File: src/rtl/pcstk_cfg.svh
// Purpose: constants for the program flow and indirect addressing block
// Assumes: one core clock, synchronous active-high reset
// Notes:   offsets, field positions, reset values and sizes live here
`ifndef PCSTK_CFG_SVH
`define PCSTK_CFG_SVH
`define PC_WIDTH        13
`define PC_RESET        13'h0000
`define LATCH_WIDTH     5
`define LATCH_RESET     5'h00
`define LATCH_LOAD_HI   4
`define LATCH_PAGE_BIT  3
`define BRANCH_BITS     11
`define STACK_DEPTH     8
`define PTR_RESET       8'h00
`define IND_PORT_ADDR   8'h00
`endif

File: src/rtl/pcstk_pkg.sv
// Purpose: types for the program flow block
// Assumes: nothing
// Notes:   one flow command per cycle
`default_nettype none
package pcstk_pkg;
    // Program counter source selection
    typedef enum logic [2:0]
    {
        FLOW_NEXT,
        FLOW_HOLD,
        FLOW_LOW_WRITE,
        FLOW_BRANCH,
        FLOW_CALL,
        FLOW_INTERRUPT,
        FLOW_RETURN
    } flow_t;
endpackage : pcstk_pkg
`default_nettype wire

File: src/rtl/pcstk.sv
// Purpose: program counter, return stack and indirect data port
// Assumes: the execute core issues one flow command per cycle
// Notes:   no software-visible stack pointer, stack wraps silently
`include "pcstk_cfg.svh"
`default_nettype none
module pcstk
    import pcstk_pkg::*;
#(
    parameter int DEPTH   = `STACK_DEPTH,   // Return stack entries
    parameter int VECTOR  = 4               // Interrupt vector address
)
(
    input  wire logic        CLK,            // Core clock
    input  wire logic        RST,            // Synchronous reset
    input  wire flow_t       FLOW,           // Flow command this cycle
    input  wire logic [10:0] TARGET,         // Opcode target for call/goto
    input  wire logic [7:0]  LOW_DATA,       // Data for low byte write
    input  wire logic        LATCH_WE,       // Write the high latch
    input  wire logic [4:0]  LATCH_DATA,     // New high latch value
    input  wire logic        PTR_WE,         // Write the pointer
    input  wire logic [7:0]  PTR_DATA,       // New pointer value
    input  wire logic        BANK_BIT,       // Status bank bit, top bit of the indirect address
    input  wire logic        IND_RE,         // Core reads indirect port
    input  wire logic        IND_WE,         // Core writes indirect port
    input  wire logic [7:0]  IND_WDATA,      // Data for indirect write
    input  wire logic [7:0]  FILE_RDATA,     // Data returned by register file
    output logic [12:0]      PC,             // Program counter
    output logic [7:0]       PC_LOW,         // Readable low byte
    output logic [4:0]       LATCH,          // High latch contents
    output logic [7:0]       POINTER,        // Pointer contents
    output logic [8:0]       FILE_ADDR,      // Indirect effective address
    output logic             FILE_RE,        // Register file read strobe
    output logic             FILE_WE,        // Register file write strobe
    output logic [7:0]       FILE_WDATA,     // Register file write data
    output logic [7:0]       IND_RDATA       // Indirect read result
);
    // Width of the stack pointer
    localparam int SPW = $clog2(DEPTH);

    // Refuse unusable depths at elaboration, the pointer wraps by width alone
    if (DEPTH < 2 || (1 << SPW) != DEPTH)
    begin : g_bad_depth
        $error("DEPTH must be a power of two of at least two");
    end

    // Refuse a vector that does not fit the counter
    if (VECTOR < 0 || VECTOR >= (1 << `PC_WIDTH))
    begin : g_bad_vector
        $error("VECTOR must fit the program counter");
    end

    logic [12:0]    pc;                     // Counter
    logic [12:0]    next_pc;                // Counter next value
    logic [4:0]     pc_high_latch;          // Upper holding latch
    logic [7:0]     file_select_pointer;    // Indirect pointer
    logic [12:0]    stack [DEPTH];          // Return stack storage
    logic [SPW-1:0] sp;                     // Hidden stack pointer
    logic [SPW-1:0] top;                    // Most recent entry
    logic           is_push;                // Push this cycle
    logic           is_pop;                 // Pop this cycle
    logic           ptr_zero;               // Pointer aims at the port

    assign top      = sp - SPW'(1);
    assign is_push  = (FLOW == FLOW_CALL) || (FLOW == FLOW_INTERRUPT);
    assign is_pop   = (FLOW == FLOW_RETURN);
    assign ptr_zero = (file_select_pointer == `IND_PORT_ADDR);

    // Counter next value selection
    always_comb
    begin
        unique case (FLOW)
            FLOW_NEXT:      next_pc = pc + 13'h0001;
            FLOW_HOLD:      next_pc = pc;
            FLOW_LOW_WRITE: next_pc = {pc_high_latch, LOW_DATA};
            FLOW_BRANCH,
            FLOW_CALL:      next_pc = {pc_high_latch[`LATCH_LOAD_HI:`LATCH_PAGE_BIT], TARGET};
            FLOW_INTERRUPT: next_pc = 13'(VECTOR);
            FLOW_RETURN:    next_pc = stack[top];
            default:        next_pc = pc + 13'h0001;
        endcase
    end

    // Counter register
    always_ff @(posedge CLK)
    begin
        if (RST)
            pc <= `PC_RESET;
        else
            pc <= next_pc;
    end

    // High latch, written only by the core, never by the stack
    always_ff @(posedge CLK)
    begin
        if (RST)
            pc_high_latch <= `LATCH_RESET;
        else if (LATCH_WE)
            pc_high_latch <= LATCH_DATA;
    end

    // Stack pointer, wraps with no overflow indication
    always_ff @(posedge CLK)
    begin
        if (RST)
            sp <= '0;
        else if (is_push)
            sp <= sp + SPW'(1);
        else if (is_pop)
            sp <= top;
    end

    // Stack storage holds the return address
    always_ff @(posedge CLK)
    begin
        if (is_push && FLOW == FLOW_CALL)
            stack[sp] <= pc + 13'h0001;
        else if (is_push)
            stack[sp] <= pc;
    end

    // Indirect pointer register
    always_ff @(posedge CLK)
    begin
        if (RST)
            file_select_pointer <= `PTR_RESET;
        else if (PTR_WE)
            file_select_pointer <= PTR_DATA;
    end

    // Indirect access routing
    assign FILE_ADDR  = {BANK_BIT, file_select_pointer};
    assign FILE_RE    = IND_RE && !ptr_zero;
    assign FILE_WE    = IND_WE && !ptr_zero;
    assign FILE_WDATA = IND_WDATA;
    assign IND_RDATA  = ptr_zero ? 8'h00 : FILE_RDATA;

    // Visible state
    assign PC      = pc;
    assign PC_LOW  = pc[7:0];
    assign LATCH   = pc_high_latch;
    assign POINTER = file_select_pointer;

    // Checks on the counter, the stack and the indirect routing
    // Each one watches state or outputs that this block drives
    // Reset checks run unconditionally, the others pause in reset

    // Reset clears the counter
    // Any reset, whatever the command in flight
    a_reset_clears: assert property (@(posedge CLK) RST |=> pc == 13'h0000)
        else $error("counter not cleared by reset");

    // Reset clears the high latch
    // So the first low write after reset lands in page zero
    a_reset_latch: assert property (@(posedge CLK) RST |=> pc_high_latch == `LATCH_RESET)
        else $error("latch not cleared by reset");

    // Reset clears the indirect pointer
    // The pointer then aims at the port itself
    a_reset_pointer: assert property (@(posedge CLK) RST |=> file_select_pointer == `PTR_RESET)
        else $error("pointer not cleared by reset");

    // Reset returns the hidden stack pointer to slot zero
    // Stack contents are left as they were
    a_reset_sp: assert property (@(posedge CLK) RST |=> sp == '0)
        else $error("stack pointer not cleared by reset");

    // Low byte write takes all five latch bits
    // Latch written in the same cycle is not seen yet
    a_low_write_load: assert property (@(posedge CLK) disable iff (RST)
        FLOW == FLOW_LOW_WRITE |=> pc == {$past(pc_high_latch), $past(LOW_DATA)})
        else $error("low write did not load counter");

    // Call target is opcode bits under the page bits
    // The page comes from the latch, never from the old counter
    a_call_page: assert property (@(posedge CLK) disable iff (RST)
        FLOW == FLOW_CALL |=> pc[10:0] == $past(TARGET) && pc[12:11] == $past(pc_high_latch[4:3]))
        else $error("call target wrong");

    // Goto target is formed the same way as a call
    // Only the stack treatment differs
    a_goto_page: assert property (@(posedge CLK) disable iff (RST)
        FLOW == FLOW_BRANCH |=> pc[10:0] == $past(TARGET) && pc[12:11] == $past(pc_high_latch[4:3]))
        else $error("goto target wrong");

    // Goto leaves the stack alone
    // A push here would corrupt later returns
    a_goto_no_push: assert property (@(posedge CLK) disable iff (RST)
        FLOW == FLOW_BRANCH |=> $stable(sp))
        else $error("goto moved the stack");

    // Call stores the address after the call
    // The stored entry sits just under the new pointer
    a_call_push: assert property (@(posedge CLK) disable iff (RST)
        FLOW == FLOW_CALL |=> sp == $past(sp) + SPW'(1) && stack[top] == $past(pc) + 13'h0001)
        else $error("call did not push return address");

    // Interrupt jumps to the fixed vector
    // Vector is a parameter of the block
    a_int_vector: assert property (@(posedge CLK) disable iff (RST)
        FLOW == FLOW_INTERRUPT |=> pc == 13'(VECTOR))
        else $error("interrupt did not reach the vector");

    // Interrupt stores the interrupted address itself
    // The core presents the address that was not executed
    a_int_push: assert property (@(posedge CLK) disable iff (RST)
        FLOW == FLOW_INTERRUPT |=> stack[top] == $past(pc))
        else $error("interrupt did not push the counter");

    // Any return steps the pointer back by one
    // Literal and interrupt returns share this command
    a_return_pop: assert property (@(posedge CLK) disable iff (RST)
        is_pop |=> sp == $past(top))
        else $error("return did not pop the stack");

    // Call then return lands after the call
    // Back to back commands with no idle cycle
    a_call_return: assert property (@(posedge CLK) disable iff (RST)
        FLOW == FLOW_CALL ##1 FLOW == FLOW_RETURN |=> pc == $past(pc, 2) + 13'h0001)
        else $error("return address wrong");

    // Stack traffic leaves the latch alone
    // Returns never need the page bits fixed up
    a_latch_kept: assert property (@(posedge CLK) disable iff (RST)
        (is_push || is_pop) && !LATCH_WE |=> $stable(pc_high_latch))
        else $error("latch changed by stack");

    // Latch write takes the new value
    // Only the core writes the latch
    a_latch_write: assert property (@(posedge CLK) disable iff (RST)
        LATCH_WE |=> pc_high_latch == $past(LATCH_DATA))
        else $error("latch write lost");

    // Latch holds when not written
    // Covers every flow command, stack ones included
    a_latch_hold: assert property (@(posedge CLK) disable iff (RST)
        !LATCH_WE |=> $stable(pc_high_latch))
        else $error("latch changed without a write");

    // Ninth push wraps onto the first slot
    // No overflow flag is raised
    a_stack_wrap: assert property (@(posedge CLK) disable iff (RST)
        is_push && sp == SPW'(DEPTH - 1) |=> sp == '0)
        else $error("stack did not wrap");

    // Pop from slot zero wraps to the last slot
    // No underflow flag is raised either
    a_pop_wrap: assert property (@(posedge CLK) disable iff (RST)
        is_pop && sp == '0 |=> sp == SPW'(DEPTH - 1))
        else $error("pop did not wrap");

    // Stack pointer rests without push or pop
    // Software has no path to it
    a_sp_idle: assert property (@(posedge CLK) disable iff (RST)
        !is_push && !is_pop |=> $stable(sp))
        else $error("stack pointer moved on its own");

    // Pointer write takes the new value
    // The next indirect access aims at it
    a_pointer_write: assert property (@(posedge CLK) disable iff (RST)
        PTR_WE |=> file_select_pointer == $past(PTR_DATA))
        else $error("pointer write lost");

    // Pointer holds when not written
    // Indirect accesses never move it
    a_pointer_hold: assert property (@(posedge CLK) disable iff (RST)
        !PTR_WE |=> $stable(file_select_pointer))
        else $error("pointer changed without a write");

    // Indirect read reaches the selected register
    // Data comes straight back from the file
    a_read_route: assert property (@(posedge CLK) disable iff (RST)
        IND_RE && !ptr_zero |-> FILE_RE && IND_RDATA == FILE_RDATA)
        else $error("indirect read not routed");

    // Indirect write reaches the selected register
    // Write data passes unchanged
    a_write_route: assert property (@(posedge CLK) disable iff (RST)
        IND_WE && !ptr_zero |-> FILE_WE && FILE_WDATA == IND_WDATA)
        else $error("indirect write not routed");

    // No file read without a core read
    // A stray strobe could upset read-sensitive registers
    a_no_stray_read: assert property (@(posedge CLK) disable iff (RST)
        !IND_RE |-> !FILE_RE)
        else $error("file read without request");

    // No file write without a core write
    // A stray strobe would corrupt a register
    a_no_stray_write: assert property (@(posedge CLK) disable iff (RST)
        !IND_WE |-> !FILE_WE)
        else $error("file write without request");

    // Zero pointer read returns zero
    // The file is not even strobed
    a_zero_read: assert property (@(posedge CLK) disable iff (RST)
        IND_RE && ptr_zero |-> IND_RDATA == 8'h00 && !FILE_RE)
        else $error("zero pointer read not zero");

    // Zero pointer write goes nowhere
    // Status side effects are the core's business
    a_self_write: assert property (@(posedge CLK) disable iff (RST)
        IND_WE && ptr_zero |-> !FILE_WE)
        else $error("write to port reached a register");

    // Plain advance adds one
    // The usual case between branches
    a_step_one: assert property (@(posedge CLK) disable iff (RST)
        FLOW == FLOW_NEXT |=> pc == $past(pc) + 13'h0001)
        else $error("counter did not advance");

    // Advance from the top wraps to zero
    // No carry leaks beyond thirteen bits
    a_pc_wrap: assert property (@(posedge CLK) disable iff (RST)
        FLOW == FLOW_NEXT && pc == 13'h1FFF |=> pc == 13'h0000)
        else $error("counter did not wrap");

    // Hold keeps the counter
    // Used by the core for stalls
    a_hold_keeps: assert property (@(posedge CLK) disable iff (RST)
        FLOW == FLOW_HOLD |=> $stable(pc))
        else $error("counter moved during hold");
endmodule : pcstk
`default_nettype wire

File: config.mk
export PLATFORM = sky130hd
export DESIGN_NAME = pcstk
export DESIGN_NICKNAME = d
export VERILOG_FILES = /design/src/rtl/pcstk_pkg.sv /design/src/rtl/pcstk.sv
export VERILOG_INCLUDE_DIRS = /design/src /design/src/rtl
export SDC_FILE = /design/constraint.sdc
export NUM_CORES = 1
export LEC_CHECK = 0
export ABC_AREA = 1
export BUFFER_PORTS_ARGS = -buffer_cell sky130_fd_sc_hd__buf_4
export CAP_MARGIN = 20
export CORE_ASPECT_RATIO = 1.1
export CORE_UTILIZATION = 45
export CTS_CLUSTER_SIZE = 30
export DETAILED_ROUTE_END_ITERATION = 10
export PLACE_DENSITY = 0.67
export SYNTH_ARGS = -nofsm -noshare
export SYNTH_HDL_FRONTEND = slang
export SYNTH_SLANG_ARGS = --single-unit
File: constraint.sdc
create_clock -name CLK -period 3.8 [get_ports CLK]
set_clock_uncertainty 0.15 [all_clocks]
set_input_delay 0.57 -clock CLK [delete_from_list [all_inputs] [get_ports CLK]]
set_output_delay 0.57 -clock CLK [all_outputs]
set_load 0.01 [all_outputs]
==> impl_metrics.env <==
export IMPL_clock_path_buffers=2
export IMPL_drv_slew=0
export IMPL_drt_met1_wl_um=6720
export IMPL_top_level_ports=119
export IMPL_synth_area_leader_cell="edfxtp_1"
export IMPL_antenna_found_initial=0
export IMPL_via_count=5113
export IMPL_pwr_density_cell_nw_per_um2=515
export IMPL_syn_area_per_cell_sq_um=9.09
export IMPL_r2r_end="stack[5][10]"
export IMPL_drtIter0Drc=429
export IMPL_gp_congestion=0.860
export IMPL_grt_setup_unrepaired="false"
export IMPL_synth_cell_types=34
export IMPL_cts_sinks=133
export IMPL_core_area_sq_um=13400
export IMPL_synthArstFlopShare=0
export IMPL_nets=839
export IMPL_diodes=0
export IMPL_hp_class="input pin to register"
export IMPL_netlist_area_sq_um=6300
export IMPL_fmax_mhz=409
export IMPL_grt_pass1_vias=5057
export IMPL_dr_pass1_iters=6
export IMPL_outcome="completed"
export IMPL_yosysTopAreaCellShare=0.496
export IMPL_met2WireLength_um=8440
export IMPL_hold_viol=0
export IMPL_wl_um=16900
export IMPL_grt_max_degree=59
export IMPL_ys_flop_type="edfxtp_1"
export IMPL_tightestPinTransition_ns=1.05
export IMPL_die_height_um=126
export IMPL_hpwl_um=11500
export IMPL_grt_overflow=0
export IMPL_viasPerCell=5.24
export IMPL_postRouteAntennaNets=0
export IMPL_port_buffers=100
export IMPL_htree_levels=4
export IMPL_drive_gt1_frac=0.206
export IMPL_fin_area_sq_um=7690
export IMPL_clk_pin_slew_ns=0.06
export IMPL_synth_edf_count=104
export IMPL_cts_root_buf="clkbuf_16"
export IMPL_met3_length_um=1330
export IMPL_critPathMaxFanout=58
export IMPL_ys_warn_count=0
export IMPL_rows=44
export IMPL_netlist_instances=693
export IMPL_setup_violations=0
export IMPL_finalPower_uw=3960
export IMPL_yosysSeqAreaShare=0.588
export IMPL_cts_made_buffers=17
export IMPL_ff2ff_setup_slack_ns=1.35
export IMPL_top_layer_used="met4"
export IMPL_peakVddDrop_mv=0.372
export IMPL_yosys_top_cells_area="edfxtp_1 50%, nand2_1 10%, dfxtp_1 9.2%"
export IMPL_relSlewSlack=0.300
export IMPL_min_period_over_period=0.644
export IMPL_cts_setup_buffers=0
export IMPL_required_ns=3.77
export IMPL_reg2reg_from="sp[0]"
export IMPL_crit_path_start_kind="register"
export IMPL_utilization=0.572
export IMPL_finalCriticalPeriod_ns=2.45
export IMPL_ctsHoldBuffers=0
export IMPL_r2r_cells=4
export IMPL_crit_arrival_ns=2.42
export IMPL_whs_endpoint="sp[2]"
export IMPL_cts_tree="yes"
export IMPL_hold_start="RST"
export IMPL_finalSetupTns_ns=0
export IMPL_ctsResizeCount=0
export IMPL_wl_per_cell_um=17.4
export IMPL_initial_core_util=0.469
export IMPL_holdPathStages=2
export IMPL_dpl_cell_area_sq_um=7080
export IMPL_clk_latency_ns=0.42
export IMPL_grt_pass1_wl_um=26400
export IMPL_cap_violations=0
export IMPL_dieArea_sq_um=14500
export IMPL_syn_nets=754
export IMPL_power_leakage_uw=0.00325
export IMPL_crit_path_end_kind="register"
export IMPL_die_x_um=115
export IMPL_critPathKind="register to register"
export IMPL_ys_ff_latch=133
export IMPL_nFillCells=1220
export IMPL_area_growth_pct=22.1
export IMPL_drc=0
export IMPL_grt_usage=0.246
worst max-delay path by stage:
| stage | end | slack (ns) | depth (start not counted) | from |
|---|---|---|---|---|
| after global placement | stack[5][10] | 1.29 | 7 | FLOW[1] |
| after floorplan | stack[0][0] | 1.77 | 5 | FLOW[1] |
| after detailed placement | stack[6][6] | 1.24 | 7 | FLOW[1] |
| final | stack[5][10] | 1.35 | 4 | sp[0] |
| after CTS | stack[5][12] | 1.33 | 4 | sp[0] |
| after global routing | stack[5][10] | 1.22 | 4 | sp[0] |
stage by stage:
stage,setup slack (ns),hold WS [ns],std cells
CTS,1.33,0.195,975
finish,1.35,0.211,975
detailed placement,1.24,0.323,943
floorplan,1.77,0.342,693
global placement,1.29,0.313,943
global route,1.22,0.208,975
kinds of logic (layout without fill, tap and decap cells):
logic type | count (synthesis) | after routing | synth area share
flip-flops | 133 | 133 | 0.588
buffers and inverters | 101 | 199 | 0.0811
AND/OR/NAND/NOR | 365 | 365 | 0.240
AO/OA/AOI/OAI | 84 | 84 | 0.0723
XOR/XNOR | 7 | 7 | 0.0121
adder cells (fa/ha/maj) | 3 | 3 | 0.00596
placed cells by master (no fill, tap or decap), types with 4 or more instances in the layout:
cell type    n
dfxtp_1     29
inv_1       46
edfxtp_1   104
nand2_1    172
a21oi_1      7
nand3_1     69
nor2_1     110
inv_2        6
clkinv_2     4
o21ai_1      6
a21boi_0     4
bufinv_16    4
buf_4      115
o21ai_0     58
xor2_1       4
clkbuf_16   17
sequential cells by signal, summed over array words and instances (netlist names):
name     cells
stack      104
PC          13
POINTER      8
LATCH        5
sp           3
power by group:
group | total [uW] | switching, uW | leakage (uW) | internal, uW
clock | 1700 | 605 | 0.000297 | 1090
combinational | 569 | 362 | 0.00176 | 207
sequential | 1700 | 50.2 | 0.00120 | 1650
total | 3960 | 1020 | 0.00325 | 2940
critical path, cell delays in order (launching register included):
cell     delay, ns
dfxtp_1       0.34
buf_4         0.51
nand2_1       0.20
nor2_1        0.66
buf_4         0.29
synth_stat cells, types with 7 or more instances:
cell type	count
nand2_1	172
buf_4	32
clkbuf_1	8
inv_1	46
nor2_1	110
dfxtp_1	29
nand3_1	69
edfxtp_1	104
a21oi_1	7
buf_2	9
o21ai_0	58
per-layer routing:
| layer | up-vias | global-route usage |
|---|---|---|
| met5 | - | 0 |
| met4 | 0 | 0.0963 |
| met3 | 35 | 0.0549 |
| met2 | 231 | 0.420 |
| met1 | 2394 | 0.303 |
| li1 | 2453 | - |
layout make-up:
type | instances | area, sq um | area share
Tap cell | 184 | 230 | 0.0299
Multi-Input combinational cell | 459 | 2080 | 0.271
Clock buffer | 18 | 429 | 0.0558
Inverter | 52 | 195 | 0.0254
Timing Repair Buffer | 115 | 863 | 0.112
Clock inverter | 14 | 185 | 0.0241
Sequential cell | 133 | 3700 | 0.482
(Power assumes the default switching activity.)
